===== config.mk =====
export PLATFORM = sky130hd
export DESIGN_NAME = pbp_host_port
export DESIGN_NICKNAME = d
export VERILOG_FILES = /design/src/pbp_pkg.sv /design/src/pbp_colour_width.sv /design/src/pbp_host_port.sv
export VERILOG_INCLUDE_DIRS = /design/src
export SDC_FILE = /design/constraint.sdc
export NUM_CORES = 1
export LEC_CHECK = 0
export ABC_CLOCK_PERIOD_IN_PS = 1810
export CELL_PAD_IN_SITES_DETAIL_PLACEMENT = 0
export CELL_PAD_IN_SITES_GLOBAL_PLACEMENT = 2
export CORE_ASPECT_RATIO = 1.4
export CORE_MARGIN = 3
export CORE_UTILIZATION = 31
export CTS_BUF_LIST = sky130_fd_sc_hd__clkbuf_16
export DETAILED_ROUTE_END_ITERATION = 10
export DONT_BUFFER_PORTS = 1
export GPL_TIMING_DRIVEN = 0
export HOLD_SLACK_MARGIN = 0.03
export PLACE_DENSITY = 0.64
export REMOVE_ABC_BUFFERS = 1
export SYNTH_ARGS = -nofsm -noshare
export SYNTH_HDL_FRONTEND = slang
export SYNTH_SLANG_ARGS = --single-unit

===== constraint.sdc =====
create_clock -name mclk -period 1.81 [get_ports mclk]
set_input_delay 0.181 -clock mclk [delete_from_list [all_inputs] [get_ports mclk]]
set_output_delay 0.181 -clock mclk [all_outputs]
set_load 0.005 [all_outputs]

===== src/pbp_defs.svh =====
// constants for the palette host bus port
`ifndef PBP_DEFS_SVH
`define PBP_DEFS_SVH

`define PBP_DATA_W 8
`define PBP_SEL_W 3
`define PBP_COLOUR_MSB_WIDE 7
`define PBP_COLOUR_MSB_NARROW 5
`define PBP_NARROW_W 6
`define PBP_COLOUR_TARGETS 8'h02
`define PBP_BUS_RESET 8'h00
`define PBP_SEL_RESET 3'h0

`endif


===== src/pbp_pkg.sv =====
// types for the palette host bus port
package pbp_pkg;

  typedef enum logic [2:0] {
    PBP_IDLE  = 3'b001,
    PBP_WRITE = 3'b010,
    PBP_READ  = 3'b100
  } pbp_state_t;

  typedef logic [7:0] pbp_byte_t;
  typedef logic [2:0] pbp_sel_t;

endpackage : pbp_pkg


===== src/pbp_colour_width.sv =====
// colour width mapping between the host bus and internal data
`timescale 1ns/1ps
module pbp_colour_width
  import pbp_pkg::*;
#(
  parameter int DATA_W = 8,
  parameter int NARROW_W = 6
) (
  input wire logic wide_mode,
  input wire logic is_colour,
  input wire logic [DATA_W-1:0] bus_in,
  output logic [DATA_W-1:0] wr_data,
  input wire logic [DATA_W-1:0] rd_value,
  output logic [DATA_W-1:0] bus_out
);

  // narrow colour: top bits dropped on writes, zero on reads
  always_comb begin
    if (is_colour && !wide_mode) begin
      wr_data = {{(DATA_W-NARROW_W){1'b0}}, bus_in[NARROW_W-1:0]};
      bus_out = {{(DATA_W-NARROW_W){1'b0}}, rd_value[NARROW_W-1:0]};
    end else begin
      wr_data = bus_in;
      bus_out = rd_value;
    end
  end

endmodule : pbp_colour_width


===== src/pbp_host_port.sv =====
// strobe-driven host port of the colour palette converter
// Behaviour
// - write data is taken from the bus at the deasserting edge of the write strobe.
// - the target select code is taken at the asserting edge of the write strobe.
// - a read happens only while the read strobe is low and data is returned during it.
// - the target select code is taken at the asserting edge of the read strobe.
// - the captured select code names the target and kind of each access.
// - all transfers use one 8-bit two-way data bus with bit 0 least significant.
// - the width pin picks 8-bit (high) or 6-bit (low) colour transfers.
// - in 8-bit width bus bit 7 is the colour msb for reads and writes.
// - in 6-bit width bus bit 5 is the colour msb for reads and writes.
// - in 6-bit width bits 6 and 7 are ignored on colour writes and read as zero.
`timescale 1ns/1ps
`include "pbp_defs.svh"
module pbp_host_port
  import pbp_pkg::*;
#(
  parameter int DATA_W = `PBP_DATA_W,
  parameter int SEL_W = `PBP_SEL_W,
  parameter int NARROW_W = `PBP_NARROW_W,
  parameter logic [7:0] COLOUR_TARGETS = `PBP_COLOUR_TARGETS
) (
  input wire logic mclk,
  input wire logic reset,
  input wire logic rd_n,
  input wire logic wr_n,
  input wire logic [SEL_W-1:0] target_select,
  input wire logic [DATA_W-1:0] host_data_bus_in,
  output logic [DATA_W-1:0] host_data_bus_out,
  output logic host_data_bus_oe_n,
  input wire logic width_8bit,
  output logic wr_valid,
  output logic [SEL_W-1:0] wr_target,
  output logic [DATA_W-1:0] wr_data,
  output logic rd_start,
  output logic [SEL_W-1:0] rd_target,
  input wire logic [DATA_W-1:0] rd_data,
  output logic rd_done,
  output logic overlap_error
);

  pbp_state_t state_reg;
  logic rd_n_q_reg;
  logic wr_n_q_reg;
  logic [SEL_W-1:0] sel_reg;
  logic wide_reg;
  logic [DATA_W-1:0] wr_hold_reg;
  logic wr_valid_reg;
  logic [SEL_W-1:0] wr_target_reg;
  logic [DATA_W-1:0] wr_data_reg;
  logic rd_start_reg;
  logic rd_done_reg;
  logic [DATA_W-1:0] bus_out_reg;
  logic bus_oe_n_reg;
  logic overlap_reg;

  logic wr_fall;
  logic wr_rise;
  logic rd_fall;
  logic rd_rise;
  logic overlap;
  logic sel_is_colour;
  logic wide_now;
  logic [DATA_W-1:0] mapped_wr;
  logic [DATA_W-1:0] mapped_rd;

  assign overlap = !rd_n && !wr_n;
  assign wr_fall = wr_n_q_reg && !wr_n;
  assign wr_rise = !wr_n_q_reg && wr_n;
  assign rd_fall = rd_n_q_reg && !rd_n;
  assign rd_rise = !rd_n_q_reg && rd_n;
  assign sel_is_colour = COLOUR_TARGETS[sel_reg];
  assign wide_now = wide_reg;

  pbp_colour_width #(
    .DATA_W(DATA_W),
    .NARROW_W(NARROW_W)
  ) u_width (
    .wide_mode(wide_now),
    .is_colour(sel_is_colour),
    .bus_in(wr_hold_reg),
    .wr_data(mapped_wr),
    .rd_value(rd_data),
    .bus_out(mapped_rd)
  );

  // strobe history for edge detection
  always_ff @(posedge mclk) begin
    if (reset) begin
      rd_n_q_reg <= 1'b1;
      wr_n_q_reg <= 1'b1;
    end else begin
      rd_n_q_reg <= rd_n;
      wr_n_q_reg <= wr_n;
    end
  end

  // access sequencing
  always_ff @(posedge mclk) begin
    if (reset) begin
      state_reg <= PBP_IDLE;
    end else if (overlap) begin
      state_reg <= PBP_IDLE;
    end else begin
      unique case (state_reg)
        PBP_IDLE: begin
          if (wr_fall) begin
            state_reg <= PBP_WRITE;
          end else if (rd_fall) begin
            state_reg <= PBP_READ;
          end
        end
        PBP_WRITE: begin
          if (wr_n) begin
            state_reg <= PBP_IDLE;
          end
        end
        PBP_READ: begin
          if (rd_n) begin
            state_reg <= PBP_IDLE;
          end
        end
        default: begin
          state_reg <= PBP_IDLE;
        end
      endcase
    end
  end

  // select code and width caught at the asserting edge
  always_ff @(posedge mclk) begin
    if (reset) begin
      sel_reg <= `PBP_SEL_RESET;
      wide_reg <= 1'b0;
    end else if (state_reg == PBP_IDLE && !overlap && (wr_fall || rd_fall)) begin
      sel_reg <= target_select;
      wide_reg <= width_8bit;
    end
  end

  // last bus value seen while the write strobe is low
  always_ff @(posedge mclk) begin
    if (reset) begin
      wr_hold_reg <= `PBP_BUS_RESET;
    end else if (!wr_n) begin
      wr_hold_reg <= host_data_bus_in;
    end
  end

  // write completion on the deasserting edge
  always_ff @(posedge mclk) begin
    if (reset) begin
      wr_valid_reg <= 1'b0;
      wr_target_reg <= `PBP_SEL_RESET;
      wr_data_reg <= `PBP_BUS_RESET;
    end else begin
      wr_valid_reg <= 1'b0;
      if (state_reg == PBP_WRITE && wr_rise && rd_n) begin
        wr_valid_reg <= 1'b1;
        wr_target_reg <= sel_reg;
        wr_data_reg <= mapped_wr;
      end
    end
  end

  // read start and end pulses
  always_ff @(posedge mclk) begin
    if (reset) begin
      rd_start_reg <= 1'b0;
      rd_done_reg <= 1'b0;
    end else begin
      rd_start_reg <= state_reg == PBP_IDLE && rd_fall && wr_n;
      rd_done_reg <= state_reg == PBP_READ && rd_rise;
    end
  end

  // bus drive during reads
  always_ff @(posedge mclk) begin
    if (reset) begin
      bus_out_reg <= `PBP_BUS_RESET;
      bus_oe_n_reg <= 1'b1;
    end else if (state_reg == PBP_READ && !rd_n && wr_n) begin
      bus_out_reg <= mapped_rd;
      bus_oe_n_reg <= 1'b0;
    end else begin
      bus_out_reg <= `PBP_BUS_RESET;
      bus_oe_n_reg <= 1'b1;
    end
  end

  // both strobes low at once
  always_ff @(posedge mclk) begin
    if (reset) begin
      overlap_reg <= 1'b0;
    end else begin
      overlap_reg <= overlap;
    end
  end

  assign host_data_bus_out = bus_out_reg;
  assign host_data_bus_oe_n = bus_oe_n_reg;
  assign wr_valid = wr_valid_reg;
  assign wr_target = wr_target_reg;
  assign wr_data = wr_data_reg;
  assign rd_start = rd_start_reg;
  assign rd_target = sel_reg;
  assign rd_done = rd_done_reg;
  assign overlap_error = overlap_reg;
endmodule : pbp_host_port


---- After elaboration in Yosys (flattened, before gate mapping) ----
Memory sizes are Yosys's and may differ from the RTL's. A register that Yosys moved wholly into a read port is not among the register bits.
Index checks and enable logic that the tools add are counted.
word-level totals
  bits in read-only memories .............. 8
  output and inout bits ................... 27
  flip-flop bits (word level) ............. 41
  logic and storage cells ................. 61
  memories ................................ 1
  bits of input ports ..................... 24
cells by class
  reduce and logical (&&, ||, !) cells .... 26
  multiplexer cells ....................... 11
  eq/ne operators ......................... 6
  $lt $le $gt $ge ......................... 1
  bitwise operators ....................... 1
memory list
  memory           depth  bits a word  read ports  clocked after memory_dff  write ports  RTL line             source
  (no name shown)  8      1            1           1                         0            pbp_host_port.sv:72  assign sel_is_colour = COLOUR_TARGETS[sel_reg];
operators with widths
  operator                                                               count
  3-bit two-way mux                                                      6
  1-bit logical AND                                                      15
  3-bit case mux with 3 select lines                                     1
  8-bit two-way mux                                                      1
  1-bit zero test                                                        6
  3-bit by 4-bit < comparator with 1-bit output, second input constant   1
  2-bit inequality test, second input constant                           2
  2-bit OR reduction                                                     2
  3-bit by 1-bit equality test with 1-bit output, second input constant  1
  3-bit by 2-bit equality test with 1-bit output, second input constant  1
  3-bit equality test, second input constant                             1
  1-bit two-way mux                                                      3
  3-bit inequality test, second input constant                           1
  3-bit AND reduction                                                    1
  3-bit OR reduction                                                     1
  1-bit logical OR                                                       1
  1-bit NOT                                                              1

---- Depth between registers and ports, before layout ----
Gate-level depths: netlist (run 1).
  depth after elaboration ................. 7
  mapped depth ............................ 6
  mapped depth without buffers ............ 4

---- Hierarchy ----
Synthesis (run 1) repeated with hierarchy kept, for this count alone.
second synthesis, totals
  cells, all modules ...................... 173
  area, all modules ....................... 1670.4 µm²
by module, submodules not included
  module            area an instance (µm²)  instances  cells each
  pbp_host_port     1539.0                  1          156
  pbp_colour_width  131.4                   1          17

---- Least setup slack after synthesis (run 1) ----
Ideal clock, no wire load.
  kind .................................... flip-flop to flip-flop
  from .................................... reg state_reg[1]
  to ...................................... reg wr_data_reg[3] (netlist: wr_data[3])
  stages on the path, launching flop included .. 6
  path buffers ............................ 1
  setup time .............................. 128 ps
  data arrival time ....................... 1399 ps
  setup slack ............................. 284 ps
  required time ........................... 1682 ps
  path through ............................ dfxtp_1 -> or3b_4 -> nor3_4 -> buf_6 -> mux2i_1 -> nor2_1
on the way
  word-level cells in the longest chain between the ends .. 3
RTL lines
  what                                            RTL line              source
  from (decl)                                     pbp_host_port.sv:42   pbp_state_t state_reg;
  from (signal assigned)                          pbp_host_port.sv:101  state_reg <= PBP_IDLE;
  from (signal assigned)                          pbp_host_port.sv:103  state_reg <= PBP_IDLE;
  from (signal assigned)                          pbp_host_port.sv:108  state_reg <= PBP_WRITE;
  3-bit by 2-bit equality test with 1-bit output  pbp_host_port.sv:158  if (state_reg == PBP_WRITE && wr_rise && rd_n) begin
  1-bit logical AND (2 in a row)                  pbp_host_port.sv:158
  to (signal assigned)                            pbp_host_port.sv:155  wr_data_reg <= `PBP_BUS_RESET;
  to (signal assigned)                            pbp_host_port.sv:161  wr_data_reg <= mapped_wr;
  to (decl)                                       pbp_host_port.sv:50   logic [DATA_W-1:0] wr_data_reg;
No other way between the ends.
A chain may end at the register's enable or synchronous reset.

---- Worst setup path after layout (run 1) ----
  from .................................... reg state_reg[1]
  to ...................................... reg wr_target_reg[0] (netlist: wr_target[0])
on the way
  word-level cells in the longest chain between the ends .. 3
RTL lines
  what                                            RTL line              source
  3-bit by 2-bit equality test with 1-bit output  pbp_host_port.sv:158
  1-bit logical AND (2 in a row)                  pbp_host_port.sv:158
  to (signal assigned)                            pbp_host_port.sv:154  wr_target_reg <= `PBP_SEL_RESET;
  to (signal assigned)                            pbp_host_port.sv:160  wr_target_reg <= sel_reg;
  to (decl)                                       pbp_host_port.sv:49   logic [SEL_W-1:0] wr_target_reg;
No other way between the ends.

==> impl_metrics.ini, run 1 <==
[grt]
grt_pass1_wl_um = 5270
grt-busiest-layer = met2
grt_max_degree = 27
antenna_found_initial = 0
overflow = 0
met1_usage_pct = 12.0
use_met3_pct = 5.91
grt_usage_pct = 12.4
grt.met2_usage_pct = 22.0
grt_pass1_vias = 1064

[clock_tree]
clock_tree.buffer_depth = 2
cts_buffers = 5
cts-htree-levels = 2
root_buffer = clkbuf_16
cts.sinks = 42
cts_tree = yes
clkLatencyLatePin_ns = 0.28
clkTransAtPathRegs_ns = 0.06

[die]
die_x_um = 65.6
initial_core_util_pct = 33.0
ios = 51
placementRows = 29
die_area_um2 = 5870
fp.coreArea_um2 = 4680
die_y_um = 89.5

[setup_path]
path_class = reg2reg
max_stage_delay_ns = 0.44
crit_chain = or3b_4 -> nor3_4 -> buf_12 -> mux2i_1 -> nor2_1
cpMaxStageDelayCell = or3b_4
arrival_ns = 1.72
cp_top_family = simple AND/OR/NAND/NOR gates
cp-start-kind = flop
required_ns = 1.94
endpoint_kind = flop
path_buf_inv = 1
cp_max_fo = 13

[yosys]
synth_area_um2 = 1540
synth_compound_area_share_pct = 4.62
synth_area_leaders = dfxtp_1 (55%), mux2i_1 (14%), nor2_1 (7.3%)
synthAdderAreaFrac_pct = 0
yosysTopAreaCellShare_pct = 54.5
yosysSeqAreaShare_pct = 54.5
yosys.area_share.simple_pct = 23.8
avgSynthCellArea_um2 = 10.4
synth_top_family_by_area = simple AND/OR/NAND/NOR gates
ys_seq_elements = 42
synth_cell_type_count = 31
synth_xor_area_share_pct = 0
synth_top_area_cell = dfxtp_1
syn_inst = 149
yosys-mux-area-fraction_pct = 13.6
synth_warnings = 0

[pwr]
clkPwrFrac_pct = 42.8
pwr-share-comb_pct = 7.4
power_density_nw_per_um2 = 1070
vdd_ir_drop_max_mv = 0.589
p_seq_share_pct = 49.8
switching_power_mw = 0.445
p_leak_nw = 0.729
internal-power_mw = 1.54
swShare_pct = 22.4

[layout]
antennaDiodeCount = 0
drive_gt1_share_pct = 9.32
nFillCells = 467
final_util_pct = 39.9
nets = 184
synthToLayoutAreaGrowth_pct = 20.9

[timing]
final_max_slew_viol_count = 0
setup_violations = 0
period_share_pct = 88.1
whs_ns = 0.0493
period_minus_slack_ns = 1.59
worst_slew_pin_slew_ns = 0.954
rsz0062_at_grt = no
fin_skew_ns = 0.00314
setup_ws_ns = 0.216
fmax_mhz = 627
slew_headroom_pct = 36.4
finalHoldViolations = 0

[drt]
vias_per_cell = 4.72
vias = 1052
wl_per_cell_um = 14.9
first_pass_iters = 4
postRouteAntennaNets = 0
drt_wl_total_um = 3330
route.detailed.drc = 0
drt_iter0_drc = 33

[placed_design]
place_ws_ns = -0.0910
gp_congestion = 0.799
port_buffers = 0
detailed_place_hpwl_um = 2160

[run]
cap_violations = 0

[run_status]
status = finished, final reports clean

[hold_path]
hold_path.class = in2reg
==> through the flow <==
| stage | setup TNS (ns) | power, mW | area (um^2) | cells |
|---|---|---|---|---|
| after floorplan | 0 | 1.10 | 1500 | 141 |
| after global placement | -0.395 | 1.12 | 1580 | 203 |
| after detailed placement | -0.822 | 1.12 | 1580 | 203 |
| after CTS | 0 | 2.02 | 1850 | 223 |
| after global routing | 0 | 2.08 | 1870 | 223 |
| final | 0 | 1.99 | 1870 | 223 |
==> layout make-up <==
type / count / area [um^2] / share of cell area, %
sequential: 42 / 841 / 45.1
multi-input combinational: 96 / 661 / 35.4
timing repair buffer: 12 / 133 / 7.11
clock buffer: 5 / 125 / 6.71
tap: 62 / 77.6 / 4.16
clock inverter: 3 / 17.5 / 0.939
inverter: 3 / 11.3 / 0.604
==> layout by cell type (no fill, tap or decap), drive strengths merged, types with 5 or more instances in the layout <==
master and instances:
dlygate4sd3 10, clkbuf 5, nor2 30, and2 6, dfxtp 42, mux2i 21
==> power groups by stage <==
| stage | combinational (mW) | clock [mW] | sequential (mW) |
|---|---|---|---|
| detailed placement | 0.111 | 0 | 1.01 |
| CTS | 0.142 | 0.886 | 0.990 |
| finish | 0.146 | 0.851 | 0.990 |
| global placement | 0.108 | 0 | 1.01 |
| floorplan | 0.0966 | 0 | 1.00 |
| global route | 0.165 | 0.917 | 0.995 |
==> synthesized netlist by cell type <==
cell and count:
nand3b_1 2, or2_2 1, nor2_1 30, dfxtp_1 42
buf_1 1, nor4b_1 1, a21oi_1 4, nand3_1 4
mux2i_1 21, and4_1 1, nor4_1 1, clkbuf_1 4
nor4_2 1, o211ai_1 1, a21boi_2 1, buf_6 1
o311a_1 1, inv_1 3, buf_2 1, nor3_4 1
or3b_4 1, and2_1 6, nand2_1 2, nand2b_1 4
or4b_1 2, and3_1 4, nor2b_1 3, a2111oi_2 1
a21o_1 1, buf_4 1, nor3b_1 2
==> worst register-to-register path, stage by stage, from the launching register on <==
cell	delay, ns
dfxtp_1	0.43
or3b_4	0.44
nor3_4	0.16
buf_12	0.17
mux2i_1	0.19
nor2_1	0.05
==> per-layer routing <==
metal,wire length (um),vias up
met5,0,-
met4,65,0
met3,295,6
met2,1690,35
met1,1280,482
li1,-,529
==> cells by family after synthesis <==
kind of cell | after synthesis
multiplexers | 21
AO/OA/AOI/OAI | 9
AND/OR/NAND/NOR | 66
buffers and inverters | 11
flip-flops | 42
==> final timing paths <==
check,start,to,slack [ns],cells past startpoint
worst min-delay path,rd_data[6],host_data_bus_out[6]$_SDFF_PP0_,0.05,1
worst max register to register,state_reg[1]$_SDFFE_PP0P_,wr_target[0]$_SDFFE_PP0P_,0.22,5
worst max-delay path,state_reg[1]$_SDFFE_PP0P_,wr_target[0]$_SDFFE_PP0P_,0.22,5
worst min register to register,wr_hold_reg[6]$_SDFFE_PP0N_,wr_data[6]$_SDFFE_PP0P_,0.47,2
==> what timing repair did <==
| item | 4_1_cts | 5_1_grt |
|---|---|---|
| hold buffers | 11 | 0 |
| pin swaps | 1 | 0 |
| hold endpoints to repair | 36 | 0 |
| setup buffers | 1 | 0 |
| setup endpoints to repair | 11 | 14 |
| gates resized for setup | 0 | 3 |
(Power assumes the default switching activity.)
==> run 2: changes to the inputs <==
--- a/config.mk
+++ b/config.mk
@@ -6,7 +6,7 @@
 export SDC_FILE = /design/constraint.sdc
 export NUM_CORES = 1
 export LEC_CHECK = 0
-export ABC_CLOCK_PERIOD_IN_PS = 1810
+export ABC_CLOCK_PERIOD_IN_PS = 1800
 export CELL_PAD_IN_SITES_DETAIL_PLACEMENT = 0
 export CELL_PAD_IN_SITES_GLOBAL_PLACEMENT = 2
 export CORE_ASPECT_RATIO = 1.4
@@ -17,8 +17,9 @@
 export DONT_BUFFER_PORTS = 1
 export GPL_TIMING_DRIVEN = 0
 export HOLD_SLACK_MARGIN = 0.03
-export PLACE_DENSITY = 0.64
+export PLACE_DENSITY = 0.65
 export REMOVE_ABC_BUFFERS = 1
 export SYNTH_ARGS = -nofsm -noshare
 export SYNTH_HDL_FRONTEND = slang
+export SYNTH_HIERARCHICAL = 1
 export SYNTH_SLANG_ARGS = --single-unit
==> constraint.sdc (replaced) <==
create_clock -name mclk -period 1.8 [get_ports mclk]
set_input_delay 0.18 -clock mclk [delete_from_list [all_inputs] [get_ports mclk]]
set_output_delay 0.18 -clock mclk [all_outputs]
set_load 0.005 [all_outputs]
==> impl_metrics.ini, run 2 <==
[run_status]
status = finished, final reports clean

[die]
initial_core_util_pct = 32.1
placementRows = 31
die_y_um = 92.9
fp.coreArea_um2 = 5200
die_x_um = 68.0
ios = 51
die_area_um2 = 6320

[yosys]
synthFlopType = dfxtp_1
ys_async_sr_fraction_pct = 0
yosysSeqAreaShare_pct = 50.3
synth_top_area_cell = dfxtp_1
synthTopCellsByCount = dfxtp_1 (42), a21oi_1 (14), buf_4 (12), mux2i_1 (12)
synth_area_leaders = dfxtp_1 (50%), mux2i_1 (7.2%), buf_4 (5.4%)
synth_warnings = 6
syn_inst = 173
ys_seq_elements = 42
yosysTopAreaCellShare_pct = 50.3
synth_area_um2 = 1670
synth_most_common_cell = dfxtp_1
synth_cell_type_count = 30
avgSynthCellArea_um2 = 9.66
synth_edf_count = 0

[setup_path]
endpoint_kind = flop
r2r_slack_ns = 0.28
cp_top_family = simple AND/OR/NAND/NOR gates
cpMaxStageDelayCell = nand4bb_1
reg2reg_depth = 3
arrival_ns = 1.65
cp-start-kind = flop
path_buf_inv = 0
path_class = reg2reg
required_ns = 1.93
reg2reg_to = wr_data[2]$_SDFFE_PP0P_
crit_chain = nand4bb_1 -> o21ai_0 -> a21oi_1
cp_max_fo = 12
max_stage_delay_ns = 0.56
regToRegStartpoint = state_reg[2]$_SDFFE_PP0P_

[pwr]
power_mw = 1.92
internal-power_mw = 1.51
vdd_ir_drop_max_mv = 0.433
power_density_nw_per_um2 = 1050
clkPwrFrac_pct = 43.2
swShare_pct = 21.3
p_seq_share_pct = 51.1
switching_power_mw = 0.410
p_leak_nw = 0.669
pwr-share-comb_pct = 5.7

[timing]
rsz0062_at_grt = no
whs_ns = 0.0423
setup_violations = 0
fin_skew_ns = 0.00379
finalHoldViolations = 0
worst_slew_pin_slew_ns = 0.742
tns_ns = 0
period_minus_slack_ns = 1.52
slew_headroom_pct = 50.3
setup_ws_ns = 0.283
fmax_mhz = 659
final_max_slew_viol_count = 0
period_share_pct = 84.3

[layout]
final_common_cell = dfxtp_1
finalNonFillerCells = 234
synthToLayoutAreaGrowth_pct = 10.0
nets = 191
drive_gt1_share_pct = 8.33
final_cell_mix = dfxtp_1 (42), a21oi_1 (14), mux2i_1 (12)
antennaDiodeCount = 0

[hold_path]
min_from = width_8bit
hold_depth = 2
hold_path.class = in2reg
min_to = wide_now$_SDFFE_PP0N_

[placed_design]
detailed_place_hpwl_um = 2570
placed_cells = 219
gp_congestion = 0.775
port_buffers = 0
place_ws_ns = 0.104

[clock_tree]
clkTransAtPathRegs_ns = 0.06
clock_tree.buffer_depth = 2
root_buffer = clkbuf_16
cts.sinks = 42
cts-htree-levels = 2
cts_tree = yes
clkLatencyLatePin_ns = 0.28
cts_buffers = 5

[grt]
grt_usage_pct = 12.9
grt_pass1_wl_um = 6000
grt_max_degree = 21
grt_pass1_vias = 1189
overflow = 0
antenna_found_initial = 0

[drt]
vias = 1175
drt_wl_total_um = 3710
drt_iter0_drc = 37
first_pass_iters = 4
vias_per_cell = 5.02
wl_per_cell_um = 15.9
route.detailed.drc = 0
postRouteAntennaNets = 0

[run]
cap_violations = 0
## run 2: layout make-up
| class | count | area [um^2] |
|---|---|---|
| multi-input combinational | 107 | 693 |
| tap | 66 | 82.6 |
| timing repair buffer | 7 | 70.1 |
| sequential | 42 | 841 |
| fill | 552 | 3360 |
| inverter | 4 | 15.0 |
| clock buffer | 5 | 125 |
| clock inverter | 3 | 11.3 |
## run 2: kinds of logic after synthesis
logic type / after synthesis / share of synthesized area (%)
AO/OA/AOI/OAI: 29 / 10.3
buffers and inverters: 24 / 8.31
flip-flops: 42 / 50.3
multiplexers: 13 / 8.09
AND/OR/NAND/NOR: 65 / 23.0
## run 2: worst max-delay path by stage
| stage | startpoint | endpoint | depth (start not counted) |
|---|---|---|---|
| after floorplan | wr_n_q_reg$_SDFF_PP1_ | sel_is_colour$_SDFF_PP0_ | 3 |
| after global placement | state_reg[1]$_SDFFE_PP0P_ | wr_target[2]$_SDFFE_PP0P_ | 3 |
| after detailed placement | state_reg[1]$_SDFFE_PP0P_ | wr_data[2]$_SDFFE_PP0P_ | 3 |
| after CTS | state_reg[1]$_SDFFE_PP0P_ | wr_data[2]$_SDFFE_PP0P_ | 3 |
| after global routing | state_reg[2]$_SDFFE_PP0P_ | wr_data[2]$_SDFFE_PP0P_ | 3 |
| final | state_reg[2]$_SDFFE_PP0P_ | wr_data[2]$_SDFFE_PP0P_ | 3 |
## run 2: repair_timing
item / 4_1_cts / 5_1_grt
gates resized for setup: 0 / 1
endpoints found under the setup margin: 0 / 3
hold buffers: 7 / 0
buffers inserted: 0 / 0
endpoints found under the hold margin: 26 / 0
## run 2: stage by stage
| stage | instance area (um^2) | utilization, % |
|---|---|---|
| 2_1_floorplan | 1550 | - |
| 3_3_place_gp | 1630 | 31.3 |
| 4_1_cts | 1840 | 35.3 |
| 5_1_grt | 1840 | 35.4 |
| 6_report | 1840 | 35.4 |
| 3_5_place_dp | 1630 | 31.3 |
## run 2: metal layers
metal	vias to the layer above	wire length, um	GRT usage, %
met1	558	1400	13.1
li1	568	-	-
met2	43	1900	22.0
met4	0	70	5.64
met5	-	0	0
met3	6	337	5.46
## run 2: power by group through the flow
stage,Combinational [mW],Sequential [mW],Clock [mW]
2_1_floorplan,0.0790,0.995,0
3_3_place_gp,0.0899,1.00,0
3_5_place_dp,0.0925,1.00,0
4_1_cts,0.112,0.983,0.865
5_1_grt,0.123,0.986,0.917
6_report,0.110,0.983,0.831
==> run 3: changes to the inputs <==
--- a/config.mk
+++ b/config.mk
@@ -6,18 +6,19 @@
 export SDC_FILE = /design/constraint.sdc
 export NUM_CORES = 1
 export LEC_CHECK = 0
-export ABC_CLOCK_PERIOD_IN_PS = 1800
+export ABC_AREA = 1
+export ABC_CLOCK_PERIOD_IN_PS = 1250
 export CELL_PAD_IN_SITES_DETAIL_PLACEMENT = 0
 export CELL_PAD_IN_SITES_GLOBAL_PLACEMENT = 2
 export CORE_ASPECT_RATIO = 1.4
 export CORE_MARGIN = 3
-export CORE_UTILIZATION = 31
+export CORE_UTILIZATION = 30
 export CTS_BUF_LIST = sky130_fd_sc_hd__clkbuf_16
 export DETAILED_ROUTE_END_ITERATION = 10
 export DONT_BUFFER_PORTS = 1
 export GPL_TIMING_DRIVEN = 0
 export HOLD_SLACK_MARGIN = 0.03
-export PLACE_DENSITY = 0.65
+export PLACE_DENSITY = 0.7
 export REMOVE_ABC_BUFFERS = 1
 export SYNTH_ARGS = -nofsm -noshare
 export SYNTH_HDL_FRONTEND = slang
==> constraint.sdc (replaced) <==
create_clock -name mclk -period 1.25 [get_ports mclk]
set_input_delay 0.125 -clock mclk [delete_from_list [all_inputs] [get_ports mclk]]
set_output_delay 0.125 -clock mclk [all_outputs]
set_load 0.005 [all_outputs]
==> impl_metrics.ini, run 3 <==
[run_status]
status = finished, final reports clean

[die]
placementRows = 31
die_y_um = 93.5
fp.coreArea_um2 = 5240
die_x_um = 68.5
initial_core_util_pct = 31.3
die_area_um2 = 6400
ios = 51

[hold_path]
min_from = wr_n
hold_depth = 2
min_to = wr_hold_reg[3]$_SDFFE_PP0N_
hold_path.class = in2reg

[placed_design]
gp_congestion = 0.723
port_buffers = 0
placed_cells = 256
detailed_place_hpwl_um = 2630

[setup_path]
endpoint_kind = flop
cpMaxStageDelayCell = dfxtp_2
reg2reg_to = wr_data[3]$_SDFFE_PP0P_
regToRegStartpoint = state_reg[0]$_SDFFE_PP1P_
arrival_ns = 1.32
cp_max_fo = 12
required_ns = 1.38
path_class = reg2reg
cp-start-kind = flop
max_stage_delay_ns = 0.36
reg2reg_depth = 5
r2r_slack_ns = 0.06
crit_chain = nor3_4 -> buf_4 -> nand2_4 -> nand2_1 -> a21oi_1

[drt]
route.detailed.drc = 0
first_pass_iters = 4
vias_per_cell = 4.44
postRouteAntennaNets = 0
drt_iter0_drc = 52
drt_wl_total_um = 3880
wl_per_cell_um = 13.4
vias = 1282

[pwr]
power_density_nw_per_um2 = 1460
power_mw = 2.94
vdd_ir_drop_max_mv = 0.514
p_leak_nw = 0.898

[timing]
rsz0062_at_grt = yes
finalHoldViolations = 0
setup_violations = 0
period_share_pct = 95.0
period_minus_slack_ns = 1.19
slew_headroom_pct = 60.2
final_max_slew_viol_count = 0
worst_slew_pin_slew_ns = 0.594
fmax_mhz = 842
fin_skew_ns = 0.00184
whs_ns = 0.0159

[yosys]
synth_area_leaders = dfxtp_1 (51%), nor2_1 (7.3%), nand2_1 (7.1%)
synth_cell_type_count = 21
synthTopCellsByCount = dfxtp_1 (42), nor2_1 (32), nand2_1 (31)
ys_seq_elements = 42
ys_async_sr_fraction_pct = 0
synth_edf_count = 0
yosysTopAreaCellShare_pct = 51.3
syn_inst = 209
synth_area_um2 = 1640
synth_warnings = 6
synthFlopType = dfxtp_1
synth_most_common_cell = dfxtp_1
yosysSeqAreaShare_pct = 51.3
avgSynthCellArea_um2 = 7.84
synth_top_area_cell = dfxtp_1

[grt]
overflow = 0
grt_pass1_vias = 1334
grt_usage_pct = 13.2
grt_max_degree = 18
antenna_found_initial = 0
grt_pass1_wl_um = 6220

[clock_tree]
clkTransAtPathRegs_ns = 0.06
cts-htree-levels = 2
cts_buffers = 5
clkLatencyLatePin_ns = 0.28
root_buffer = clkbuf_16
clock_tree.buffer_depth = 2
cts.sinks = 42
cts_tree = yes

[layout]
multi_input_area_um2 = 597
finalNonFillerCells = 289
final_cell_mix = dfxtp_1 (38), nor2_1 (31), nand2_1 (28), inv_1 (27), dlygate4sd3_1 (19)
final_common_cell = dfxtp_1
nFillCells = 543
seq_area_um2 = 846
synthToLayoutAreaGrowth_pct = 22.7
antennaDiodeCount = 0
drive_gt1_share_pct = 13.9
nets = 246

[run]
cap_violations = 0
## run 3: layout make-up
cell class                      count  area share [%]
Clock inverter                      3           0.622
Inverter                           30            5.60
Multi-Input combinational cell    118            29.7
Timing Repair Buffer               25            11.7
Clock buffer                        5            6.22
Tap cell                           66            4.11
Sequential cell                    42            42.1
## run 3: metal layers
metal / track usage [%] / wire length (um) / up-vias / share of wire, %
met5: 0 / 0 / - / 0
met4: 5.47 / 57 / 0 / 1.5
met3: 3.37 / 201 / 5 / 5.2
met2: 22.9 / 2070 / 28 / 53
met1: 14.6 / 1550 / 579 / 40
li1: - / - / 670 / -
## run 3: critical path: cells and delay by family (launching register included)
kind                   cells  cell delay, ns
buffers and inverters      1            0.16
AND/OR/NAND/NOR            3            0.46
AO/OA/AOI/OAI              1            0.07
flip-flops                 1            0.36
## run 3: worst max path at each step
stage / startpoint / endpoint / slack, ns / cells past startpoint
after floorplan: state_reg[0]$_SDFFE_PP1P_ / wr_data[0]$_SDFFE_PP0P_ / -0.17 / 4
after global placement: state_reg[1]$_SDFFE_PP0P_ / wr_target[1]$_SDFFE_PP0P_ / -0.63 / 5
after detailed placement: state_reg[1]$_SDFFE_PP0P_ / wr_target[0]$_SDFFE_PP0P_ / -0.68 / 5
after CTS: state_reg[1]$_SDFFE_PP0P_ / sel_is_colour$_SDFF_PP0_ / -0.01 / 8
after global routing: state_reg[0]$_SDFFE_PP1P_ / wr_data[3]$_SDFFE_PP0P_ / -0.02 / 5
final: state_reg[0]$_SDFFE_PP1P_ / wr_data[3]$_SDFFE_PP0P_ / 0.06 / 5
## run 3: logic make-up (layout without fill, tap and decap cells)
kind of cell	Yosys count	in the layout	share of synthesized area (%)
buffers and inverters	49	63	15.0
DFF	42	42	51.3
AOI/OAI and AO/OA	27	27	8.40
and+or+nand+nor	91	91	25.3
## run 3: report_power, final
group	internal [mW]	switching (mW)
sequential	1.40	0.0524
clock	0.721	0.481
combinational	0.120	0.163
total	2.24	0.696
## run 3: per-stage QoR
stage          instance area, um^2  util [%]  TNS (ns)  worst slack [ns]
3_3_place_gp                  1590      30.3     -8.60            -0.628
2_1_floorplan                 1510         -     -2.23            -0.173
5_1_grt                       2010      38.4   -0.0340           -0.0182
4_1_cts                       1970      37.7  -0.00999          -0.00999
6_report                      2010      38.4         0            0.0621
3_5_place_dp                  1590      30.3     -9.33            -0.681
## run 3: repair_timing
item                                    4_1_cts  5_1_grt
endpoints found under the setup margin       15       28
setup buffers                                 4        2
pin swaps                                     2        2
hold endpoints to repair                     30        1
resized for setup                             3       13
hold buffers                                 20        1
